==> src/umfc_consts.svh <==
/*
  Constants of the UART mode, FIFO depth and clock selection block: register offsets,
  indexed offsets, field positions, reset values and depths.
  Assumes it is included once per compile unit by bare name; definitions only.
*/
// How it works
// RQ1: hardware reset clears FIFO enable, so both holding stores are one byte deep.
// RQ2: with FIFO enable clear the block is in byte mode, other mode bits ignored.
// RQ3: FIFO enable set, enhanced off, size bit clear gives 16-entry FIFOs.
// RQ4: FIFO enable set, enhanced off, size bit set gives 128-entry FIFOs.
// RQ5: FIFO size bit is writable only while the divisor latch access bit is set.
// RQ6: deep FIFO, auto RTS/CTS and sleep of legacy set work only outside enhanced mode.
// RQ7: enhanced mode with FIFO enable always gives 128 entries, size bit ignored.
// RQ8: enhanced mode unlocks in-band flow, special character, infrared, tx trigger, prescaler.
// RQ9: arbitrary trigger bit makes thresholds come from dedicated registers, not FIFO control.
// RQ10: software reads receive and transmit FIFO fill levels from two registers.
// RQ11: a status register shows flow state of local and remote transmitter.
// RQ12: prescaler divides system clock by M plus N/8, M in bits 7:3, N in 2:0.
// RQ13: prescaler ratio after reset is four.
// RQ14: external tx clock on ring input, rx clock on data-set-ready, tx clock out on DTR.
// RQ15: clock source select sits at index 0x02 of the indexed control space.
// RQ16: sample count per bit 4 to 15 selects exactly that many sample clocks.
// RQ17: sample count resets to 0x00; values 0 to 3 mean 16 samples per bit.
// RQ18: in enhanced mode transmitter and receiver can be disabled separately.
// RQ19: optional buffer-enable output drives an external RS-485 driver while transmitting.
// RQ20: automatic flow control also works on the DSR input and DTR output.
// RQ21: a software reset returns the core to its reset state.
// RQ22: bit rate is clock over prescaler ratio, divisor and samples per bit.
`ifndef UMFC_CONSTS_SVH
`define UMFC_CONSTS_SVH
// direct register offsets
`define UMFC_A_FIFO_CTRL 5'h00
`define UMFC_A_LINE_CTRL 5'h01
`define UMFC_A_ENH_FEAT 5'h02
`define UMFC_A_ADD_CTRL 5'h03
`define UMFC_A_ICR_INDEX 5'h04
`define UMFC_A_ICR_DATA 5'h05
`define UMFC_A_DIV_LO 5'h06
`define UMFC_A_DIV_HI 5'h07
`define UMFC_A_MODE_STAT 5'h08
`define UMFC_A_RX_FILL 5'h09
`define UMFC_A_TX_FILL 5'h0A
`define UMFC_A_ADD_STAT 5'h0B
`define UMFC_A_DATA 5'h0C
`define UMFC_A_LEG_CTRL 5'h0D
// indexed control space
`define UMFC_I_PRESC 8'h01
`define UMFC_I_CLK_SEL 8'h02
`define UMFC_I_SAMPLES 8'h03
`define UMFC_I_RX_THR 8'h04
`define UMFC_I_TX_THR 8'h05
`define UMFC_I_FLOW_LO 8'h06
`define UMFC_I_FLOW_HI 8'h07
`define UMFC_I_SOFT_RST 8'h08
// field positions
`define UMFC_FCR_EN 0
`define UMFC_FCR_FLUSH_RX 1
`define UMFC_FCR_FLUSH_TX 2
`define UMFC_FCR_SIZE 5
`define UMFC_LCR_DLAB 7
`define UMFC_EFR_ENH 4
`define UMFC_EFR_SPECIAL 5
`define UMFC_EFR_AUTO_RTS 6
`define UMFC_EFR_AUTO_CTS 7
`define UMFC_ACR_RX_DIS 1
`define UMFC_ACR_TX_DIS 2
`define UMFC_ACR_RS485 3
`define UMFC_ACR_DTR_FLOW 4
`define UMFC_ACR_ARB_TRIG 5
`define UMFC_LEG_SLEEP 4
`define UMFC_LEG_AUTO_FLOW 5
`define UMFC_LEG_IRDA 6
`define UMFC_LEG_PRESC 7
`define UMFC_CKS_RX_EXT 0
`define UMFC_CKS_TX_EXT 1
`define UMFC_CKS_DTR_CLK 2
`define UMFC_CKS_ONE_X 3
// reset values and depths
`define UMFC_PRESC_RST 8'h20
`define UMFC_SAMPLES_RST 8'h00
`define UMFC_RX_THR_RST 8'h01
`define UMFC_FLOW_HI_RST 8'h70
`define UMFC_FLOW_LO_RST 8'h10
`define UMFC_DEPTH_BYTE 8'h01
`define UMFC_DEPTH_SHORT 8'h10
`define UMFC_DEPTH_DEEP 8'h80
`define UMFC_SAMPLES_STD 5'h10
`define UMFC_SAMPLES_MIN 8'h04
`define UMFC_SAMPLES_MAX 8'h0F
`define UMFC_EIGHTHS 9'h008
`endif

==> src/umfc_pkg.sv <==
/*
  Types of the UART mode, FIFO depth and clock selection block.
  Assumes umfc_consts.svh carries every number.
*/
package umfc_pkg;
  // compatibility level, Gray coded along byte -> short -> deep -> enhanced
  typedef enum logic [1:0] {
    UMFC_MODE_BYTE = 2'h0,
    UMFC_MODE_SHORT = 2'h1,
    UMFC_MODE_DEEP = 2'h3,
    UMFC_MODE_ENH = 2'h2
  } umfc_mode_t;
  // modem-side inputs, all active low as on the pins
  typedef struct packed {
    logic cts_n;
    logic dsr_n;
    logic ri_n;
  } umfc_modem_t;
  // feature enables handed to the rest of the core
  typedef struct packed {
    logic inband_flow;
    logic special_char;
    logic irda;
    logic sleep;
    logic rx_enable;
    logic tx_enable;
  } umfc_feat_t;
endpackage

==> src/umfc_core.sv <==
/*
  Mode selection, FIFO depth, fill levels, flow state and bit clock generation of
  a compatible UART core, with its register file on a plain strobe port.
  Assumes a single 100 MHz clock, synchronous pins and a core that reports
  characters received and sent by one-cycle strobes.
*/
`timescale 1ns/1ps
`default_nettype none
`include "umfc_consts.svh"
module umfc_core
  import umfc_pkg::*;
(
  // clock, reset, enable
  input wire logic clock_in,
  input wire logic rst_n_in,
  input wire logic clk_en_in,
  // register port
  input wire logic [4:0] addr_in,
  input wire logic [7:0] wdata_in,
  input wire logic wr_in,
  input wire logic rd_in,
  output logic [7:0] rdata_out,
  // character events from the serial core
  input wire logic rx_char_in,
  input wire logic tx_char_done_in,
  input wire logic tx_busy_in,
  // modem pins
  input wire umfc_modem_t modem_in,
  output logic rts_n_out,
  output logic dtr_n_out,
  output logic rs485_en_out,
  // mode and clocks to the serial core
  output umfc_mode_t mode_out,
  output umfc_feat_t feat_out,
  output logic tx_hold_out,
  output logic rx_trigger_out,
  output logic tx_trigger_out,
  output logic tx_sample_tick_out,
  output logic tx_bit_tick_out,
  output logic rx_sample_tick_out
);
  logic [7:0] fcr_r, lcr_r, efr_r, acr_r, leg_r, icr_idx_r;
  logic [7:0] cpr_r, cks_r, tcr_r, rx_thr_r, tx_thr_r, flow_lo_r, flow_hi_r;
  logic [15:0] div_r;
  logic [7:0] rx_lvl_r, tx_lvl_r;
  logic soft_rst_r, flow_stop_r, rst;
  logic enh, fifo_en, data_rd, data_wr, icr_wr;
  umfc_mode_t mode;
  logic [7:0] depth, rx_thr, tx_thr, lo_thr, hi_thr, rd_mux, icr_mux;

  // soft reset is held for one cycle and clears everything hardware reset clears
  assign rst = !rst_n_in || soft_rst_r; // RQ21
  assign enh = efr_r[`UMFC_EFR_ENH];
  assign fifo_en = fcr_r[`UMFC_FCR_EN];
  assign data_rd = rd_in && addr_in == `UMFC_A_DATA;
  assign data_wr = wr_in && addr_in == `UMFC_A_DATA;
  assign icr_wr = wr_in && addr_in == `UMFC_A_ICR_DATA;

  always_comb begin
    if (!fifo_en) begin
      mode = UMFC_MODE_BYTE; // RQ2
    end else if (enh) begin
      mode = UMFC_MODE_ENH; // RQ7
    end else if (fcr_r[`UMFC_FCR_SIZE]) begin
      mode = UMFC_MODE_DEEP; // RQ4 RQ6
    end else begin
      mode = UMFC_MODE_SHORT; // RQ3
    end
  end

  always_comb begin
    case (mode)
      UMFC_MODE_BYTE: depth = `UMFC_DEPTH_BYTE; // RQ1
      UMFC_MODE_SHORT: depth = `UMFC_DEPTH_SHORT;
      UMFC_MODE_DEEP: depth = `UMFC_DEPTH_DEEP;
      UMFC_MODE_ENH: depth = `UMFC_DEPTH_DEEP;
      default: depth = `UMFC_DEPTH_BYTE;
    endcase
  end

  // legacy trigger table follows the usual 1/4/8/14 steps of a 16-deep FIFO
  always_comb begin
    if (acr_r[`UMFC_ACR_ARB_TRIG]) begin
      rx_thr = rx_thr_r; // RQ9
      tx_thr = tx_thr_r;
      lo_thr = flow_lo_r;
      hi_thr = flow_hi_r;
    end else begin
      case (fcr_r[7:6])
        2'h0: rx_thr = 8'h01;
        2'h1: rx_thr = 8'h04;
        2'h2: rx_thr = 8'h08;
        default: rx_thr = 8'h0E;
      endcase
      tx_thr = 8'h00;
      lo_thr = 8'h00;
      hi_thr = rx_thr;
    end
  end

  // control registers
  always_ff @(posedge clock_in) begin
    if (rst) begin
      fcr_r <= 8'h00; // RQ1
      lcr_r <= 8'h00;
      efr_r <= 8'h00;
      acr_r <= 8'h00;
      leg_r <= 8'h00;
      icr_idx_r <= 8'h00;
      div_r <= 16'h0001;
    end else if (clk_en_in && wr_in) begin
      case (addr_in)
        `UMFC_A_FIFO_CTRL: begin
          fcr_r[7:6] <= wdata_in[7:6];
          fcr_r[4:3] <= wdata_in[4:3];
          fcr_r[`UMFC_FCR_EN] <= wdata_in[`UMFC_FCR_EN];
          if (lcr_r[`UMFC_LCR_DLAB]) begin
            fcr_r[`UMFC_FCR_SIZE] <= wdata_in[`UMFC_FCR_SIZE]; // RQ5
          end
        end
        `UMFC_A_LINE_CTRL: lcr_r <= wdata_in;
        `UMFC_A_ENH_FEAT: efr_r <= wdata_in;
        `UMFC_A_ADD_CTRL: acr_r <= wdata_in;
        `UMFC_A_LEG_CTRL: leg_r <= wdata_in;
        `UMFC_A_ICR_INDEX: icr_idx_r <= wdata_in;
        `UMFC_A_DIV_LO: div_r[7:0] <= wdata_in;
        `UMFC_A_DIV_HI: div_r[15:8] <= wdata_in;
        default: ;
      endcase
    end
  end

  // indexed control space
  always_ff @(posedge clock_in) begin
    if (rst) begin
      cpr_r <= `UMFC_PRESC_RST; // RQ13
      cks_r <= 8'h00;
      tcr_r <= `UMFC_SAMPLES_RST; // RQ17
      rx_thr_r <= `UMFC_RX_THR_RST;
      tx_thr_r <= 8'h00;
      flow_lo_r <= `UMFC_FLOW_LO_RST;
      flow_hi_r <= `UMFC_FLOW_HI_RST;
    end else if (clk_en_in && icr_wr) begin
      case (icr_idx_r)
        `UMFC_I_PRESC: cpr_r <= wdata_in;
        `UMFC_I_CLK_SEL: cks_r <= wdata_in; // RQ15
        `UMFC_I_SAMPLES: tcr_r <= wdata_in;
        `UMFC_I_RX_THR: rx_thr_r <= wdata_in;
        `UMFC_I_TX_THR: tx_thr_r <= wdata_in;
        `UMFC_I_FLOW_LO: flow_lo_r <= wdata_in;
        `UMFC_I_FLOW_HI: flow_hi_r <= wdata_in;
        default: ;
      endcase
    end
  end

  // soft reset flop answers only to the pin, or it would hold itself forever
  always_ff @(posedge clock_in) begin
    if (!rst_n_in) begin
      soft_rst_r <= 1'b0;
    end else if (clk_en_in) begin
      soft_rst_r <= icr_wr && icr_idx_r == `UMFC_I_SOFT_RST; // RQ21
    end
  end

  // fill levels; each flush bit empties its own FIFO, turning the FIFOs on or off empties both
  logic fifo_flip, rx_push, rx_pop, tx_push, tx_pop;
  assign fifo_flip = wr_in && addr_in == `UMFC_A_FIFO_CTRL && wdata_in[`UMFC_FCR_EN] != fifo_en;
  assign rx_push = rx_char_in && feat_out.rx_enable && rx_lvl_r < depth;
  assign rx_pop = data_rd && rx_lvl_r != 8'h00;
  assign tx_push = data_wr && tx_lvl_r < depth;
  assign tx_pop = tx_char_done_in && tx_lvl_r != 8'h00;

  always_ff @(posedge clock_in) begin
    if (rst) begin
      rx_lvl_r <= 8'h00;
    end else if (clk_en_in) begin
      if (fifo_flip || (wr_in && addr_in == `UMFC_A_FIFO_CTRL && wdata_in[`UMFC_FCR_FLUSH_RX])) begin
        rx_lvl_r <= 8'h00;
      end else if (rx_push && !rx_pop) begin
        rx_lvl_r <= rx_lvl_r + 8'h01; // RQ10
      end else if (rx_pop && !rx_push) begin
        rx_lvl_r <= rx_lvl_r - 8'h01;
      end
    end
  end

  always_ff @(posedge clock_in) begin
    if (rst) begin
      tx_lvl_r <= 8'h00;
    end else if (clk_en_in) begin
      if (fifo_flip || (wr_in && addr_in == `UMFC_A_FIFO_CTRL && wdata_in[`UMFC_FCR_FLUSH_TX])) begin
        tx_lvl_r <= 8'h00;
      end else if (tx_push && !tx_pop) begin
        tx_lvl_r <= tx_lvl_r + 8'h01; // RQ10
      end else if (tx_pop && !tx_push) begin
        tx_lvl_r <= tx_lvl_r - 8'h01;
      end
    end
  end

  // receive flow: stop the peer at the high mark, release at the low mark
  logic rx_auto_flow, tx_auto_flow, peer_stop;
  assign rx_auto_flow = enh ? efr_r[`UMFC_EFR_AUTO_RTS] : leg_r[`UMFC_LEG_AUTO_FLOW]; // RQ6
  assign tx_auto_flow = enh ? efr_r[`UMFC_EFR_AUTO_CTS] : leg_r[`UMFC_LEG_AUTO_FLOW];
  assign peer_stop = modem_in.cts_n || (acr_r[`UMFC_ACR_DTR_FLOW] && modem_in.dsr_n); // RQ20

  always_ff @(posedge clock_in) begin
    if (rst) begin
      flow_stop_r <= 1'b0;
    end else if (clk_en_in) begin
      if (!rx_auto_flow) begin
        flow_stop_r <= 1'b0;
      end else if (rx_lvl_r >= hi_thr) begin
        flow_stop_r <= 1'b1;
      end else if (rx_lvl_r <= lo_thr) begin
        flow_stop_r <= 1'b0;
      end
    end
  end

  // bit clock chain: fractional prescaler, divisor, samples per bit
  logic [8:0] presc_acc_r, ratio8;
  logic [15:0] div_cnt_r;
  logic [4:0] spb, tx_smp_r, rx_smp_r;
  logic presc_tick, int_sample, presc_on;
  assign presc_on = enh && leg_r[`UMFC_LEG_PRESC]; // RQ8
  // M of zero gives a ratio of exactly one, N ignored, so the ratio never falls below 1
  assign ratio8 = (cpr_r[7:3] == 5'h00) ? `UMFC_EIGHTHS : {1'b0, cpr_r}; // RQ12
  assign presc_tick = !presc_on || (presc_acc_r + `UMFC_EIGHTHS >= ratio8);
  assign int_sample = presc_tick && div_cnt_r <= 16'h0001;
  assign spb = (tcr_r < `UMFC_SAMPLES_MIN || tcr_r > `UMFC_SAMPLES_MAX) ?
    `UMFC_SAMPLES_STD : tcr_r[4:0]; // RQ16 RQ17

  always_ff @(posedge clock_in) begin
    if (rst) begin
      presc_acc_r <= 9'h000;
    end else if (clk_en_in && presc_on) begin
      if (presc_tick) begin
        presc_acc_r <= presc_acc_r + `UMFC_EIGHTHS - ratio8; // RQ12
      end else begin
        presc_acc_r <= presc_acc_r + `UMFC_EIGHTHS;
      end
    end
  end

  always_ff @(posedge clock_in) begin
    if (rst) begin
      div_cnt_r <= 16'h0001;
    end else if (clk_en_in && presc_tick) begin
      div_cnt_r <= (div_cnt_r <= 16'h0001) ? div_r : div_cnt_r - 16'h0001; // RQ22
    end
  end

  // external clocks: edges on ring and data-set-ready replace the internal ticks
  logic ri_q_r, dsr_q_r, ri_edge, dsr_edge, tx_ext, rx_ext, one_x;
  logic tx_sample, rx_sample, tx_bit, dtr_clk_r;
  assign tx_ext = enh && cks_r[`UMFC_CKS_TX_EXT]; // RQ14
  assign rx_ext = enh && cks_r[`UMFC_CKS_RX_EXT];
  assign one_x = cks_r[`UMFC_CKS_ONE_X];
  assign ri_edge = ri_q_r && !modem_in.ri_n;
  assign dsr_edge = dsr_q_r && !modem_in.dsr_n;
  assign tx_sample = tx_ext ? ri_edge : int_sample;
  assign rx_sample = rx_ext ? dsr_edge : int_sample;
  assign tx_bit = (tx_ext && one_x) ? ri_edge : (tx_sample && tx_smp_r <= 5'h01);

  always_ff @(posedge clock_in) begin
    if (rst) begin
      ri_q_r <= 1'b1;
      dsr_q_r <= 1'b1;
    end else if (clk_en_in) begin
      ri_q_r <= modem_in.ri_n;
      dsr_q_r <= modem_in.dsr_n;
    end
  end

  always_ff @(posedge clock_in) begin
    if (rst) begin
      tx_smp_r <= `UMFC_SAMPLES_STD;
    end else if (clk_en_in && tx_sample) begin
      tx_smp_r <= (tx_smp_r <= 5'h01) ? spb : tx_smp_r - 5'h01; // RQ16 RQ22
    end
  end

  always_ff @(posedge clock_in) begin
    if (rst) begin
      rx_smp_r <= `UMFC_SAMPLES_STD;
    end else if (clk_en_in && rx_sample) begin
      rx_smp_r <= (rx_smp_r <= 5'h01) ? spb : rx_smp_r - 5'h01;
    end
  end

  // transmit clock on DTR toggles once per bit, so it runs at half the bit rate
  always_ff @(posedge clock_in) begin
    if (rst) begin
      dtr_clk_r <= 1'b0;
    end else if (clk_en_in && tx_bit) begin
      dtr_clk_r <= !dtr_clk_r; // RQ14
    end
  end

  // register read mux
  always_comb begin
    case (icr_idx_r)
      `UMFC_I_PRESC: icr_mux = cpr_r;
      `UMFC_I_CLK_SEL: icr_mux = cks_r;
      `UMFC_I_SAMPLES: icr_mux = tcr_r;
      `UMFC_I_RX_THR: icr_mux = rx_thr_r;
      `UMFC_I_TX_THR: icr_mux = tx_thr_r;
      `UMFC_I_FLOW_LO: icr_mux = flow_lo_r;
      `UMFC_I_FLOW_HI: icr_mux = flow_hi_r;
      default: icr_mux = 8'h00;
    endcase
  end

  always_comb begin
    case (addr_in)
      `UMFC_A_FIFO_CTRL: rd_mux = {fcr_r[7:3], 2'h0, fcr_r[0]};
      `UMFC_A_LINE_CTRL: rd_mux = lcr_r;
      `UMFC_A_ENH_FEAT: rd_mux = efr_r;
      `UMFC_A_ADD_CTRL: rd_mux = acr_r;
      `UMFC_A_ICR_INDEX: rd_mux = icr_idx_r;
      `UMFC_A_ICR_DATA: rd_mux = icr_mux;
      `UMFC_A_DIV_LO: rd_mux = div_r[7:0];
      `UMFC_A_DIV_HI: rd_mux = div_r[15:8];
      `UMFC_A_MODE_STAT: rd_mux = {6'h00, mode};
      `UMFC_A_RX_FILL: rd_mux = rx_lvl_r; // RQ10
      `UMFC_A_TX_FILL: rd_mux = tx_lvl_r;
      `UMFC_A_ADD_STAT: rd_mux = {6'h00, flow_stop_r, tx_auto_flow && peer_stop}; // RQ11
      `UMFC_A_LEG_CTRL: rd_mux = leg_r;
      default: rd_mux = 8'h00;
    endcase
  end

  always_ff @(posedge clock_in) begin
    if (rst) begin
      rdata_out <= 8'h00;
    end else if (clk_en_in) begin
      rdata_out <= rd_in ? rd_mux : 8'h00;
    end
  end

  // registered outputs
  always_ff @(posedge clock_in) begin
    if (rst) begin
      mode_out <= UMFC_MODE_BYTE;
      feat_out <= '0;
      rts_n_out <= 1'b1;
      dtr_n_out <= 1'b1;
      rs485_en_out <= 1'b0;
      tx_hold_out <= 1'b0;
      rx_trigger_out <= 1'b0;
      tx_trigger_out <= 1'b0;
      tx_sample_tick_out <= 1'b0;
      tx_bit_tick_out <= 1'b0;
      rx_sample_tick_out <= 1'b0;
    end else if (clk_en_in) begin
      mode_out <= mode;
      feat_out.inband_flow <= enh && efr_r[3:0] != 4'h0; // RQ8
      feat_out.special_char <= enh && efr_r[`UMFC_EFR_SPECIAL];
      feat_out.irda <= enh && leg_r[`UMFC_LEG_IRDA];
      feat_out.sleep <= !enh && leg_r[`UMFC_LEG_SLEEP]; // RQ6
      feat_out.rx_enable <= !(enh && acr_r[`UMFC_ACR_RX_DIS]); // RQ18
      feat_out.tx_enable <= !(enh && acr_r[`UMFC_ACR_TX_DIS]);
      rts_n_out <= flow_stop_r;
      if (enh && cks_r[`UMFC_CKS_DTR_CLK]) begin
        dtr_n_out <= dtr_clk_r; // RQ14
      end else begin
        dtr_n_out <= acr_r[`UMFC_ACR_DTR_FLOW] && flow_stop_r; // RQ20
      end
      rs485_en_out <= acr_r[`UMFC_ACR_RS485] && tx_busy_in; // RQ19
      tx_hold_out <= tx_auto_flow && peer_stop; // RQ11
      rx_trigger_out <= rx_lvl_r != 8'h00 && rx_lvl_r >= rx_thr; // RQ9
      // byte mode ignores the enhanced bit, so the trigger follows the decoded mode
      tx_trigger_out <= mode == UMFC_MODE_ENH && tx_lvl_r <= tx_thr; // RQ8 RQ2
      tx_sample_tick_out <= tx_sample;
      tx_bit_tick_out <= tx_bit; // RQ22
      rx_sample_tick_out <= rx_sample;
    end
  end
endmodule
`default_nettype wire

==> config.mk <==
export PLATFORM = sky130hd
export DESIGN_NAME = umfc_core
export DESIGN_NICKNAME = d
export VERILOG_FILES = /design/src/umfc_pkg.sv /design/src/umfc_core.sv
export VERILOG_INCLUDE_DIRS = /design/src /design/src/src
export SDC_FILE = /design/constraint.sdc
export NUM_CORES = 1
export LEC_CHECK = 0
export BUFFER_PORTS_ARGS = -buffer_cell sky130_fd_sc_hd__buf_2
export CAP_MARGIN = 20
export CORE_UTILIZATION = 40
export CTS_CLUSTER_SIZE = 30
export DETAILED_ROUTE_END_ITERATION = 12
export PLACE_DENSITY_LB_ADDON = 0.08
export SLEW_MARGIN = 15
export SYNTH_ARGS = -nofsm -noshare
export SYNTH_HDL_FRONTEND = slang
export SYNTH_SLANG_ARGS = --single-unit
==> constraint.sdc <==
create_clock -name clock_in -period 4.35 [get_ports clock_in]
set_input_delay 0.87 -clock clock_in [delete_from_list [all_inputs] [get_ports clock_in]]
set_output_delay 0.87 -clock clock_in [all_outputs]
set_load 0.02 [all_outputs]
-- Word-level counts from Yosys, hierarchy flattened
Index checks and enable logic that the tools add are counted.
- $add $sub $neg: 8
- multiply operators: 0
- div/mod/pow operators: 0
- order comparisons: 11
- equality and inequality tests: 28
- shifts and indexed selects: 0
- muxes and demuxes: 32
- bitwise operators: 0
- reductions and logical operators: 91
- operators with widths (kind ; count):
    $pmux 8 s13 ; 1
    $mux 8 ; 12
    $pmux 8 s7 ; 1
    $logic_and 1x1->1 ; 44
    $reduce_and 2->1 ; 18
    $eq 8x3->1 const B ; 4
    $eq 5x4->1 const B ; 6
    $pmux 8 s3 ; 1
    $eq 5x3->1 const B ; 4
    $add 8x1->8 const B ; 2
    $eq 8x2->1 const B ; 2
    $ge 8x8->1 ; 2
    $le 16x1->1 const B ; 1
    $le 8x8->1 ; 2
    $lt 8x8->1 ; 2
    $mux 16 ; 1
    $reduce_bool 8->1 ; 2
    $sub 16x1->16 const B ; 1
    $sub 8x1->8 const B ; 2
    $logic_not 1->1 ; 12
    $pmux 4 s3 ; 1
    $eq 5x2->1 const B ; 2
    $logic_not 5->1 ; 2
    $mux 5 ; 2
    23 further kinds ; 43
- register bits: 194
- bits in latches: 0
- bits in writable memories: 0
- memory bits (read-only): 0
- logic and storage cells: 213
- memories: 0

-- Longest topological paths before layout
Gate-level depths: netlist of the first run.
- word-level depth: 13
- depth in mapped cells: 15
- depth with buffers taken out: 14

-- Least setup slack after synthesis of the first run
No wires, ideal clock.
- path type: input -> register
- start point: input port addr_in[3]
- end point: register tx_lvl_r[7]
- library setup time: 0.132 ns
- data arrival time: 3.351 ns
- slack: 0.867 ns
- stages on the path: 13
- path through: clkbuf_1 -> nor4bb_1 -> nand3_1 -> nor3b_2 -> inv_1 -> ha_1 -> a211oi_1 -> o21ai_0 -> a31oi_1 -> mux2i_1 -> nor3_1 -> a21oi_1 -> a21oi_1
- cells in the longest elaborated chain, start to end: 7
- RTL lines (what ; RTL line ; source):
    start, declared ; umfc_core.sv:18 ; input wire logic [4:0] addr_in,
    $eq 5x4->1 (no line) ; -- ;
    $logic_and 1x1->1 (no line) ; -- ;
    $logic_and 1x1->1 ; umfc_core.sv:171 ; assign tx_push = data_wr && tx_lvl_r < depth;
    $logic_not 1->1 ; umfc_core.sv:196 ; end else if (tx_pop && !tx_push) begin
    $logic_and 1x1->1 ; umfc_core.sv:196 ;
    $reduce_bool 3->1 (no line) ; -- ;
    $reduce_and 2->1 (no line) ; -- ;
    end signal, assigned ; umfc_core.sv:195 ; tx_lvl_r <= tx_lvl_r + 8'h01;
    end signal, assigned ; umfc_core.sv:197 ; tx_lvl_r <= tx_lvl_r - 8'h01;
    end, declared ; umfc_core.sv:45 ; logic [7:0] rx_lvl_r, tx_lvl_r;
Parallel ways exist; a longest one is shown, timed or not.
A chain may end at the register's enable or synchronous reset.

-- Worst setup path in the final report of the first run
- start point: register fcr_r[0]
- end point: register rx_lvl_r[7]
- cells in the longest elaborated chain, start to end: 10
- RTL lines (what ; RTL line ; source):
    start, declared ; umfc_core.sv:42 ; logic [7:0] fcr_r, lcr_r, efr_r, acr_r, leg_r, icr_idx_r;
    start signal, assigned by index ; umfc_core.sv:116 ; fcr_r[`UMFC_FCR_EN] <= wdata_in[`UMFC_FCR_EN];
    start signal, assigned by index ; umfc_core.sv:118 ; fcr_r[`UMFC_FCR_SIZE] <= wdata_in[`UMFC_FCR_SIZE];
    $mux 2 ; umfc_core.sv:60 ; if (!fifo_en) begin
    $eq 2x2->1 ; umfc_core.sv:72 ; case (mode)
    $reduce_or 2->1 (no line) ; -- ;
    $pmux 8 s3 ; umfc_core.sv:72 ;
    $lt 8x8->1 ; umfc_core.sv:169 ; assign rx_push = rx_char_in && feat_out.rx_enable && rx_lvl_r < depth;
    $logic_and 1x1->1 ; umfc_core.sv:169 ;
    $logic_not 1->1 ; umfc_core.sv:182 ; end else if (rx_pop && !rx_push) begin
    $logic_and 1x1->1 ; umfc_core.sv:182 ;
    $reduce_bool 3->1 (no line) ; -- ;
    $reduce_and 2->1 (no line) ; -- ;
    end signal, assigned ; umfc_core.sv:181 ; rx_lvl_r <= rx_lvl_r + 8'h01;
    end signal, assigned ; umfc_core.sv:183 ; rx_lvl_r <= rx_lvl_r - 8'h01;
    end, declared ; umfc_core.sv:45 ;
Parallel ways exist; a longest one is shown, timed or not. The select of a mux whose other input is x is not followed.

==> results.json, run 1 <==
{
  "required_ns": 4.64,
  "fp.dieW_um": 168,
  "grt_pass1_wl_um": 57700,
  "max_freq_mhz": 262,
  "root_buffer": "clkbuf_16",
  "reg2reg_from": "fcr_r[0]",
  "nets": 1445,
  "finalCritPeriodShare": 0.878,
  "routed_wl_um": 37100,
  "max_stage_delay_ns": 0.55,
  "avgSynthCellArea_um2": 8.25,
  "whs_path_depth": 2,
  "finalMaxSlewViolations": 0,
  "clk_path_buf_depth": 2,
  "worstPathMaxFanout": 10,
  "start_kind": "flip-flop",
  "clk_latency_ns": 0.45,
  "p_per_area_nw_per_um2": 448,
  "cp_slowest_cell": "dfxtp_1",
  "synth_nets": 1426,
  "grt_setup_unrepaired": "no",
  "cp_cell_sequence": "or3b_2, ha_1, o31ai_1, nand4b_1, nor3_2, inv_1, ha_1, a211oi_1, o21ai_0, a31oi_1, mux2i_1, nor3_1, a21oi_1, a21oi_1",
  "drv_cap": 0,
  "r2r_cells": 14,
  "critical_path.top_delay_family": "compound AO/OA/AOI/OAI gates",
  "antenna_found_initial": 0,
  "min_from": "acr_r[7]",
  "p_leak_nw": 4.84,
  "path_buf_inv": 1,
  "drcViolationCount": 0,
  "insertedDiodeCount": 0,
  "grt_pass1_vias": 9679,
  "numCtsBuffers": 17,
  "synth_cell_types": 78,
  "setup_viol": 0,
  "worst_pin_slew_ns": 0.956,
  "post_cts_buffers": 0,
  "grt_max_degree": 65,
  "gp_congestion": 0.941,
  "rrSetupSlack_ns": 0.53,
  "hp-class": "reg2reg",
  "period_needed_ns": 3.82,
  "core_area_um2": 27000,
  "clock-sinks": 194,
  "drive_gt1_frac": 0.102,
  "vdd_drop_max_v": 0.000243,
  "reg2reg_to": "rx_lvl_r[7]",
  "viasPerCell": 5.84,
  "cts_tree": "built",
  "cts_max_level": 4,
  "dieArea_um2": 28300,
  "hold_buffers": 0,
  "area_growth_pct": 10.8,
  "track_usage": 0.268,
  "final_util": 0.452,
  "wl_per_cell_um": 21.7,
  "die_y_um": 168,
  "synth_cells": 1338,
  "ios": 49,
  "tns_ns": 0,
  "startpoint": "fcr_r[0]",
  "synth-edff-count": 0,
  "vias": 9979,
  "yosys_register_bits": 194,
  "first_pass_iters": 5,
  "clk_pin_slew_ns": 0.08,
  "ys_warn_count": 0,
  "port_buffers": 48,
  "grt_remaining_overflow": 0,
  "hpwl_um": 26400,
  "rows": 60,
  "synth_area_um2": 11000,
  "drtAntennaViolNets": 0,
  "crit_type": "reg2reg",
  "maxSlewHeadroom": 0.360,
  "synthFlopType": "dfxtp_1",
  "finClkSkew_ns": 0.0193,
  "start_util": 0.408,
  "min_to": "acr_r[7]",
  "finalHoldViolCount": 0,
  "seq_area_frac_synth": 0.352,
  "async_flop_share": 0,
  "worstPathArrival_ns": 4.11,
  "worst_setup_path_end_kind": "flip-flop",
  "cts_resized": 0,
  "first_iter_violations": 982,
  "outcome": "complete, no violations"
}
==> layout by cell type, fill, tap and decap left out, drive strengths merged, types with 5 or more instances in the layout <==
cell type  count
a21o          16
mux2i         97
a31oi         12
nand2b        14
dfxtp        194
a22oi         19
ha            61
o31ai          5
and2          11
a32o           5
nor2         154
inv           33
nand3         67
nand3b        11
a221oi        11
buf           78
nand2        155
or4            7
o21ai         47
a22o          15
a21oi        125
nor3          31
mux2           8
and3           8
o211ai         5
nor4           5
xnor2         12
or3            5
clkbuf        19
o21a          12
nand4b         5
nor3b          5
xor2           7
nand4          8
o41ai          5
nor2b         16
a211oi        17
==> metrics by stage <==
stage          std cells  setup slack, ns  total power, W  area [µm²]  hold WS, ns
6_report            1710            0.531         0.00548       12200        0.457
5_1_grt             1710            0.205         0.00584       12200        0.480
4_1_cts             1709            0.542         0.00549       12200        0.457
3_5_place_dp        1678            0.563         0.00388       11600        0.446
3_3_place_gp        1678            0.616         0.00388       11600        0.445
2_1_floorplan       1338            0.867         0.00349       11000        0.433
==> metal layers <==
metal | GRT usage | part of all wire | vias to the layer above
met4 | 0.0664 | 0.015 | 0
met2 | 0.430 | 0.46 | 262
met3 | 0.0451 | 0.054 | 42
li1 | - | - | 4881
met5 | 0 | 0 | -
met1 | 0.372 | 0.47 | 4794
==> sequential cells by signal (all words and copies together), names as in the netlist, 2 cells and up <==
register and count:
lcr_r 8, tx_smp_r 5, efr_r 8, leg_r 8
tx_lvl_r 8, mode_out 2, feat_out 6, rdata_out 8
cks_r 8, div_r 16, fcr_r 6, flow_lo_r 8
presc_acc_r 9, acr_r 8, icr_idx_r 8, div_cnt_r 16
rx_lvl_r 8, cpr_r 8, rx_thr_r 8, flow_hi_r 8
tx_thr_r 8, tcr_r 8
==> worst max-delay path by stage <==
stage,cells after the start,end
finish,14,rx_lvl_r[7]
global route,14,rx_lvl_r[7]
CTS,14,rx_lvl_r[7]
detailed placement,14,rx_lvl_r[7]
global placement,14,rx_lvl_r[7]
floorplan,13,tx_lvl_r[7]
==> worst register-to-register path: stages (launching register included) <==
cell and delay (ns):
dfxtp_1 0.55, or3b_2 0.51, ha_1 0.20, o31ai_1 0.19
nand4b_1 0.17, nor3_2 0.31, inv_1 0.21, ha_1 0.34
a211oi_1 0.30, o21ai_0 0.14, a31oi_1 0.26, mux2i_1 0.26
nor3_1 0.06, a21oi_1 0.11, a21oi_1 0.07
==> layout make-up <==
| cell class | count | area, µm² |
|---|---|---|
| multi-input cells | 1038 | 6740 |
| inverters | 27 | 101 |
| flip-flops and latches | 194 | 3880 |
| fillers | 2755 | 14800 |
| clock buffers | 18 | 439 |
| repair buffers | 79 | 483 |
| clock inverters | 13 | 146 |
| well taps | 341 | 427 |
==> power breakdown <==
| group | internal, W | switching (W) |
|---|---|---|
| Clock | 0.000829 | 0.000788 |
| Sequential | 0.00188 | 0.000142 |
| Combinational | 0.000744 | 0.00110 |
==> cell usage after synthesis, types with 5 or more instances <==
| master | count | area share |
|---|---|---|
| nor2_1 | 152 | 0.052 |
| or3_1 | 5 | 0.0028 |
| mux2_2 | 8 | 0.0082 |
| nand3b_1 | 11 | 0.0075 |
| mux2i_1 | 97 | 0.088 |
| o31ai_1 | 5 | 0.0034 |
| buf_1 | 6 | 0.0020 |
| nand2b_1 | 14 | 0.0079 |
| and3_1 | 8 | 0.0045 |
| a21oi_1 | 125 | 0.057 |
| or4_1 | 6 | 0.0041 |
| buf_2 | 5 | 0.0023 |
| nor3_1 | 28 | 0.013 |
| ha_1 | 61 | 0.069 |
| nand4_1 | 8 | 0.0045 |
| clkbuf_1 | 65 | 0.022 |
| xnor2_1 | 12 | 0.0095 |
| dfxtp_1 | 194 | 0.35 |
| nor2b_1 | 16 | 0.0091 |
| inv_1 | 27 | 0.0092 |
| a31oi_1 | 12 | 0.0068 |
| nand3_1 | 67 | 0.030 |
| nand2_1 | 155 | 0.053 |
| o211ai_1 | 5 | 0.0034 |
| nand4b_1 | 5 | 0.0040 |
| a211oi_1 | 17 | 0.012 |
| o21ai_0 | 42 | 0.019 |
| xor2_1 | 7 | 0.0056 |
| a21o_1 | 16 | 0.011 |
| o41ai_1 | 5 | 0.0040 |
| and2_1 | 10 | 0.0057 |
| a22oi_1 | 19 | 0.013 |
| a32o_1 | 5 | 0.0045 |
| a22o_1 | 15 | 0.012 |
| a221oi_1 | 11 | 0.0087 |
| nor4_1 | 5 | 0.0028 |
| o21a_1 | 12 | 0.0082 |
==> cells by family after synthesis <==
family,share of synthesized area
DFF,0.352
muxes,0.104
xor gates and xnor gates,0.0151
adders and majority gates,0.0746
buffers and inverters,0.0383
AOI/OAI and AO/OA,0.198
and+or+nand+nor,0.218
No activity file was read; power rests on OpenSTA's default activity.
==> run 2, diff against run 1 <==
- clock period: 4.35 -> 4.15 ns (I/O delays scaled with it)
==> results.json, run 2 (synthesized netlist as in run 1, its figures left out) <==
{
  "outcome": "complete, no violations",
  "drtAntennaViolNets": 0,
  "finalCritPeriodShare": 0.893,
  "fillers": 2723,
  "gp_congestion": 0.979,
  "core_area_um2": 27000,
  "final_util": 0.454,
  "clock-sinks": 194,
  "port_buffers": 48,
  "stdcell_count": 1714,
  "tns_ns": 0,
  "fp.dieW_um": 168,
  "finalHoldViolCount": 0,
  "grt_pass1_wl_um": 56900,
  "worst_pin_slew_ns": 0.942,
  "worstPathArrival_ns": 4.00,
  "p_leak_nw": 4.86,
  "period_needed_ns": 3.71,
  "p_per_area_nw_per_um2": 468,
  "wl_per_cell_um": 21.4,
  "start_util": 0.408,
  "first_pass_iters": 5,
  "layout_commonest_cell": "dfxtp_1",
  "setup_viol": 0,
  "clk_path_buf_depth": 2,
  "ios": 49,
  "first_iter_violations": 914,
  "track_usage": 0.264,
  "vdd_drop_max_v": 0.000288,
  "grt_max_degree": 97,
  "post_cts_buffers": 0,
  "numCtsBuffers": 17,
  "cts_max_level": 4,
  "dp.cells": 1682,
  "clk_latency_ns": 0.44,
  "finClkSkew_ns": 0.0116,
  "hpwl_um": 26500,
  "vias": 10100,
  "viasPerCell": 5.87,
  "root_buffer": "clkbuf_16",
  "routed_wl_um": 36700,
  "dieArea_um2": 28300,
  "nets": 1449,
  "design_area_um2": 12300,
  "final_cell_mix": "194 x dfxtp_1, 154 x nand2_1, 152 x nor2_1",
  "drive_gt1_frac": 0.103,
  "maxSlewHeadroom": 0.370,
  "drv_cap": 0,
  "max_freq_mhz": 270,
  "start_kind": "flip-flop",
  "cts_resized": 0,
  "hold_buffers": 0,
  "finalMaxSlewViolations": 0,
  "cts_tree": "built",
  "hp-class": "reg2reg",
  "grt_setup_unrepaired": "no",
  "required_ns": 4.45,
  "worstPathMaxFanout": 6,
  "worst_setup_path_end_kind": "flip-flop",
  "clk_pin_slew_ns": 0.07,
  "crit_type": "reg2reg",
  "drcViolationCount": 0,
  "top_regs": "div_cnt_r: 16 flops, div_r: 16 flops, presc_acc_r: 9 flops",
  "insertedDiodeCount": 0,
  "grt_pass1_vias": 9481,
  "rows": 60,
  "antenna_found_initial": 0,
  "die_y_um": 168,
  "holdWs_ns": 0.456,
  "post_dp_cell_area_um2": 11700,
  "area_growth_pct": 11.1,
  "grt_remaining_overflow": 0
}
-- run 2: cell types whose count changed in the layout (fill, tap and decap cells not counted), sizes merged --
cell	previous run	this run
clkinv	3	0
clkbuf	19	25
buf	78	82
clkinvlp	3	4
bufinv	1	2
inv	33	28
-- run 2: worst max-delay path, stage by stage, from the launching register on --
cell	delay [ns]
dfxtp_1	0.33
or3b_2	0.50
ha_1	0.20
o31ai_1	0.23
nand4b_1	0.19
nor3_2	0.35
inv_1	0.23
ha_1	0.34
a211oi_1	0.31
o21ai_0	0.14
a31oi_1	0.23
mux2i_1	0.26
nor3_1	0.06
a21oi_1	0.11
a21oi_1	0.07
-- run 2: area by class of cell --
cell class                 instances  area (µm²)  share of cell area
clock inverter                     7        98.8             0.00806
inverter                          27         101             0.00827
clock buffer                      24         492              0.0401
tap                              341         427              0.0348
sequential                       194        3880               0.317
multi-input combinational       1038        6740               0.550
timing repair buffer              83         513              0.0418
-- run 2: stage by stage --
| step | worst slack, ns | total power, W |
|---|---|---|
| global route | 0.148 | 0.00609 |
| floorplan | 0.707 | 0.00366 |
| global placement | 0.537 | 0.00405 |
| finish | 0.444 | 0.00574 |
| detailed placement | 0.487 | 0.00406 |
| CTS | 0.500 | 0.00576 |
-- run 2: where the power goes --
part	total, W	switching (W)	internal [W]
clock network	0.00171	0.000752	0.000953
registers	0.00211	0.000143	0.00197
logic	0.00193	0.00115	0.000781
-- run 2: path summary, 6_finish.rpt --
path | start | endpoint | slack, ns | cells past startpoint
hold reg to reg | mode_out[0] | mode_out[0] | 0.46 | 2
setup / recovery | efr_r[4] | rx_lvl_r[7] | 0.44 | 14
setup reg to reg | efr_r[4] | rx_lvl_r[7] | 0.44 | 14
hold / removal | mode_out[0] | mode_out[0] | 0.46 | 2
-- run 2: metal layers --
metal  vias up  track usage  routed length (µm)
li1       4882            -                   -
met1      4802        0.377               17400
met2       347        0.413               16300
met3        35       0.0421                2470
met4         0       0.0660                 581
met5         -            0                   0
==> run 3, diff against run 2 <==
- CORE_UTILIZATION: 40 -> 60
- SKIP_LAST_GASP: not set -> 1
==> results.json, run 3 (synthesized netlist as in run 1, its figures left out) <==
{
  "start_util": 0.614,
  "numCtsBuffers": 17,
  "gp_congestion": 0.969,
  "p_leak_nw": 4.83,
  "drcViolationCount": 0,
  "met3_usage": 0.0574,
  "drtAntennaViolNets": 0,
  "hp-class": "reg2reg",
  "clock-sinks": 194,
  "start_kind": "flip-flop",
  "root_buffer": "clkbuf_16",
  "whs_path_depth": 2,
  "finalHoldViolCount": 0,
  "crit_type": "reg2reg",
  "rows": 49,
  "hold_buffers": 0,
  "post_dp_cell_area_um2": 11500,
  "reg2reg_from": "fcr_r[5]",
  "setup_viol": 0,
  "stdcell_count": 1600,
  "worst_pin_slew_ns": 1.06,
  "hpwl_um": 23800,
  "cts_max_level": 4,
  "power_frac_clock": 0.291,
  "drive_gt1_frac": 0.102,
  "dp.cells": 1569,
  "holdWs_ns": 0.456,
  "p_int_w": 0.00364,
  "viasPerCell": 6.44,
  "die_y_um": 138,
  "nets": 1447,
  "area_growth_pct": 9.32,
  "worstPathMaxFanout": 6,
  "maxSlewHeadroom": 0.290,
  "grt_pass1_wl_um": 51300,
  "period_needed_ns": 3.65,
  "antenna_found_initial": 0,
  "clk_pin_slew_ns": 0.07,
  "seqPwrFrac": 0.372,
  "grt_setup_unrepaired": "no",
  "clk_path_buf_depth": 2,
  "design_area_um2": 12100,
  "r2r_cells": 14,
  "rrSetupSlack_ns": 0.50,
  "min_to": "lcr_r[0]",
  "cts_resized": 0,
  "switching_share": 0.357,
  "ios": 49,
  "min_from": "lcr_r[0]",
  "wl_per_cell_um": 21.0,
  "port_buffers": 48,
  "grt_use_met2": 0.551,
  "use_met1": 0.508,
  "drv_cap": 0,
  "post_cts_buffers": 0,
  "vdd_drop_max_v": 0.00114,
  "grt_max_degree": 72,
  "top_regs": "div_cnt_r: 16 flops, div_r: 16 flops, presc_acc_r: 9 flops",
  "worst_setup_path_end_kind": "flip-flop",
  "grt.busiest_layer": "met2",
  "reg2reg_to": "rx_lvl_r[7]",
  "track_usage": 0.361,
  "first_iter_violations": 1239,
  "finClkSkew_ns": 0.0125,
  "insertedDiodeCount": 0,
  "dp_slack_ns": 0.480,
  "required_ns": 4.44,
  "grt_pass1_vias": 9107,
  "max_freq_mhz": 274,
  "tns_ns": 0,
  "first_pass_iters": 6,
  "pwr-share-comb": 0.336,
  "cts_tree": "built",
  "fin_ws_ns": 0.498,
  "worstPathArrival_ns": 3.94,
  "fp.dieW_um": 138,
  "outcome": "complete, no violations",
  "layout_commonest_cell": "dfxtp_1",
  "p_sw_w": 0.00202,
  "routed_wl_um": 33600,
  "final_cell_mix": "194 x dfxtp_1, 154 x nand2_1, 152 x nor2_1",
  "vias": 10300,
  "grt_remaining_overflow": 0,
  "clk_latency_ns": 0.45,
  "core_area_um2": 18000,
  "dieArea_um2": 18900,
  "p_per_area_nw_per_um2": 469,
  "finalCritPeriodShare": 0.880,
  "finalMaxSlewViolations": 0
}
-- run 3: worst max-delay path by stage --
stage,start,end,slack [ns],cells after the start
6_report,fcr_r[5],rx_lvl_r[7],0.50,14
4_1_cts,fcr_r[5],rx_lvl_r[7],0.59,14
5_1_grt,fcr_r[5],rx_lvl_r[7],0.28,14
2_1_floorplan,addr_in[3],tx_lvl_r[7],0.71,13
3_3_place_gp,addr_in[0],tx_lvl_r[7],0.57,13
3_5_place_dp,addr_in[2],tx_lvl_r[7],0.48,13
-- run 3: power groups by stage --
stage | clock network [W] | logic (W) | registers (W)
6_report | 0.00165 | 0.00190 | 0.00211
5_1_grt | 0.00173 | 0.00214 | 0.00212
4_1_cts | 0.00166 | 0.00188 | 0.00210
3_5_place_dp | 0 | 0.00186 | 0.00214
3_3_place_gp | 0 | 0.00184 | 0.00214
2_1_floorplan | 0 | 0.00155 | 0.00211
-- run 3: layout make-up --
type,count,area [µm²]
inverters,27,101
well taps,229,287
repair buffers,81,488
clock inverters,12,133
fillers,1541,5900
multi-input cells,1038,6740
clock buffers,19,433
flip-flops and latches,194,3880
-- run 3: critical path, cell delays in order (launching register included) --
cell and delay (ns):
dfxtp_1 0.34, or3b_2 0.48, ha_1 0.20, o31ai_1 0.20
nand4b_1 0.19, nor3_2 0.39, inv_1 0.24, ha_1 0.34
a211oi_1 0.28, o21ai_0 0.13, a31oi_1 0.22, mux2i_1 0.26
nor3_1 0.06, a21oi_1 0.11, a21oi_1 0.07
-- run 3: stage by stage --
step	util	total power, W
3_3_place_gp	0.640	0.00398
3_5_place_dp	0.640	0.00400
5_1_grt	0.672	0.00599
4_1_cts	0.672	0.00564
2_1_floorplan	-	0.00366
6_report	0.672	0.00566
-- run 3: layer usage --
layer  part of all wire  up-vias
li1                   -     4877
met1               0.45     4906
met2               0.45      444
met3              0.073       74
met4              0.029        0
met5                  0        -
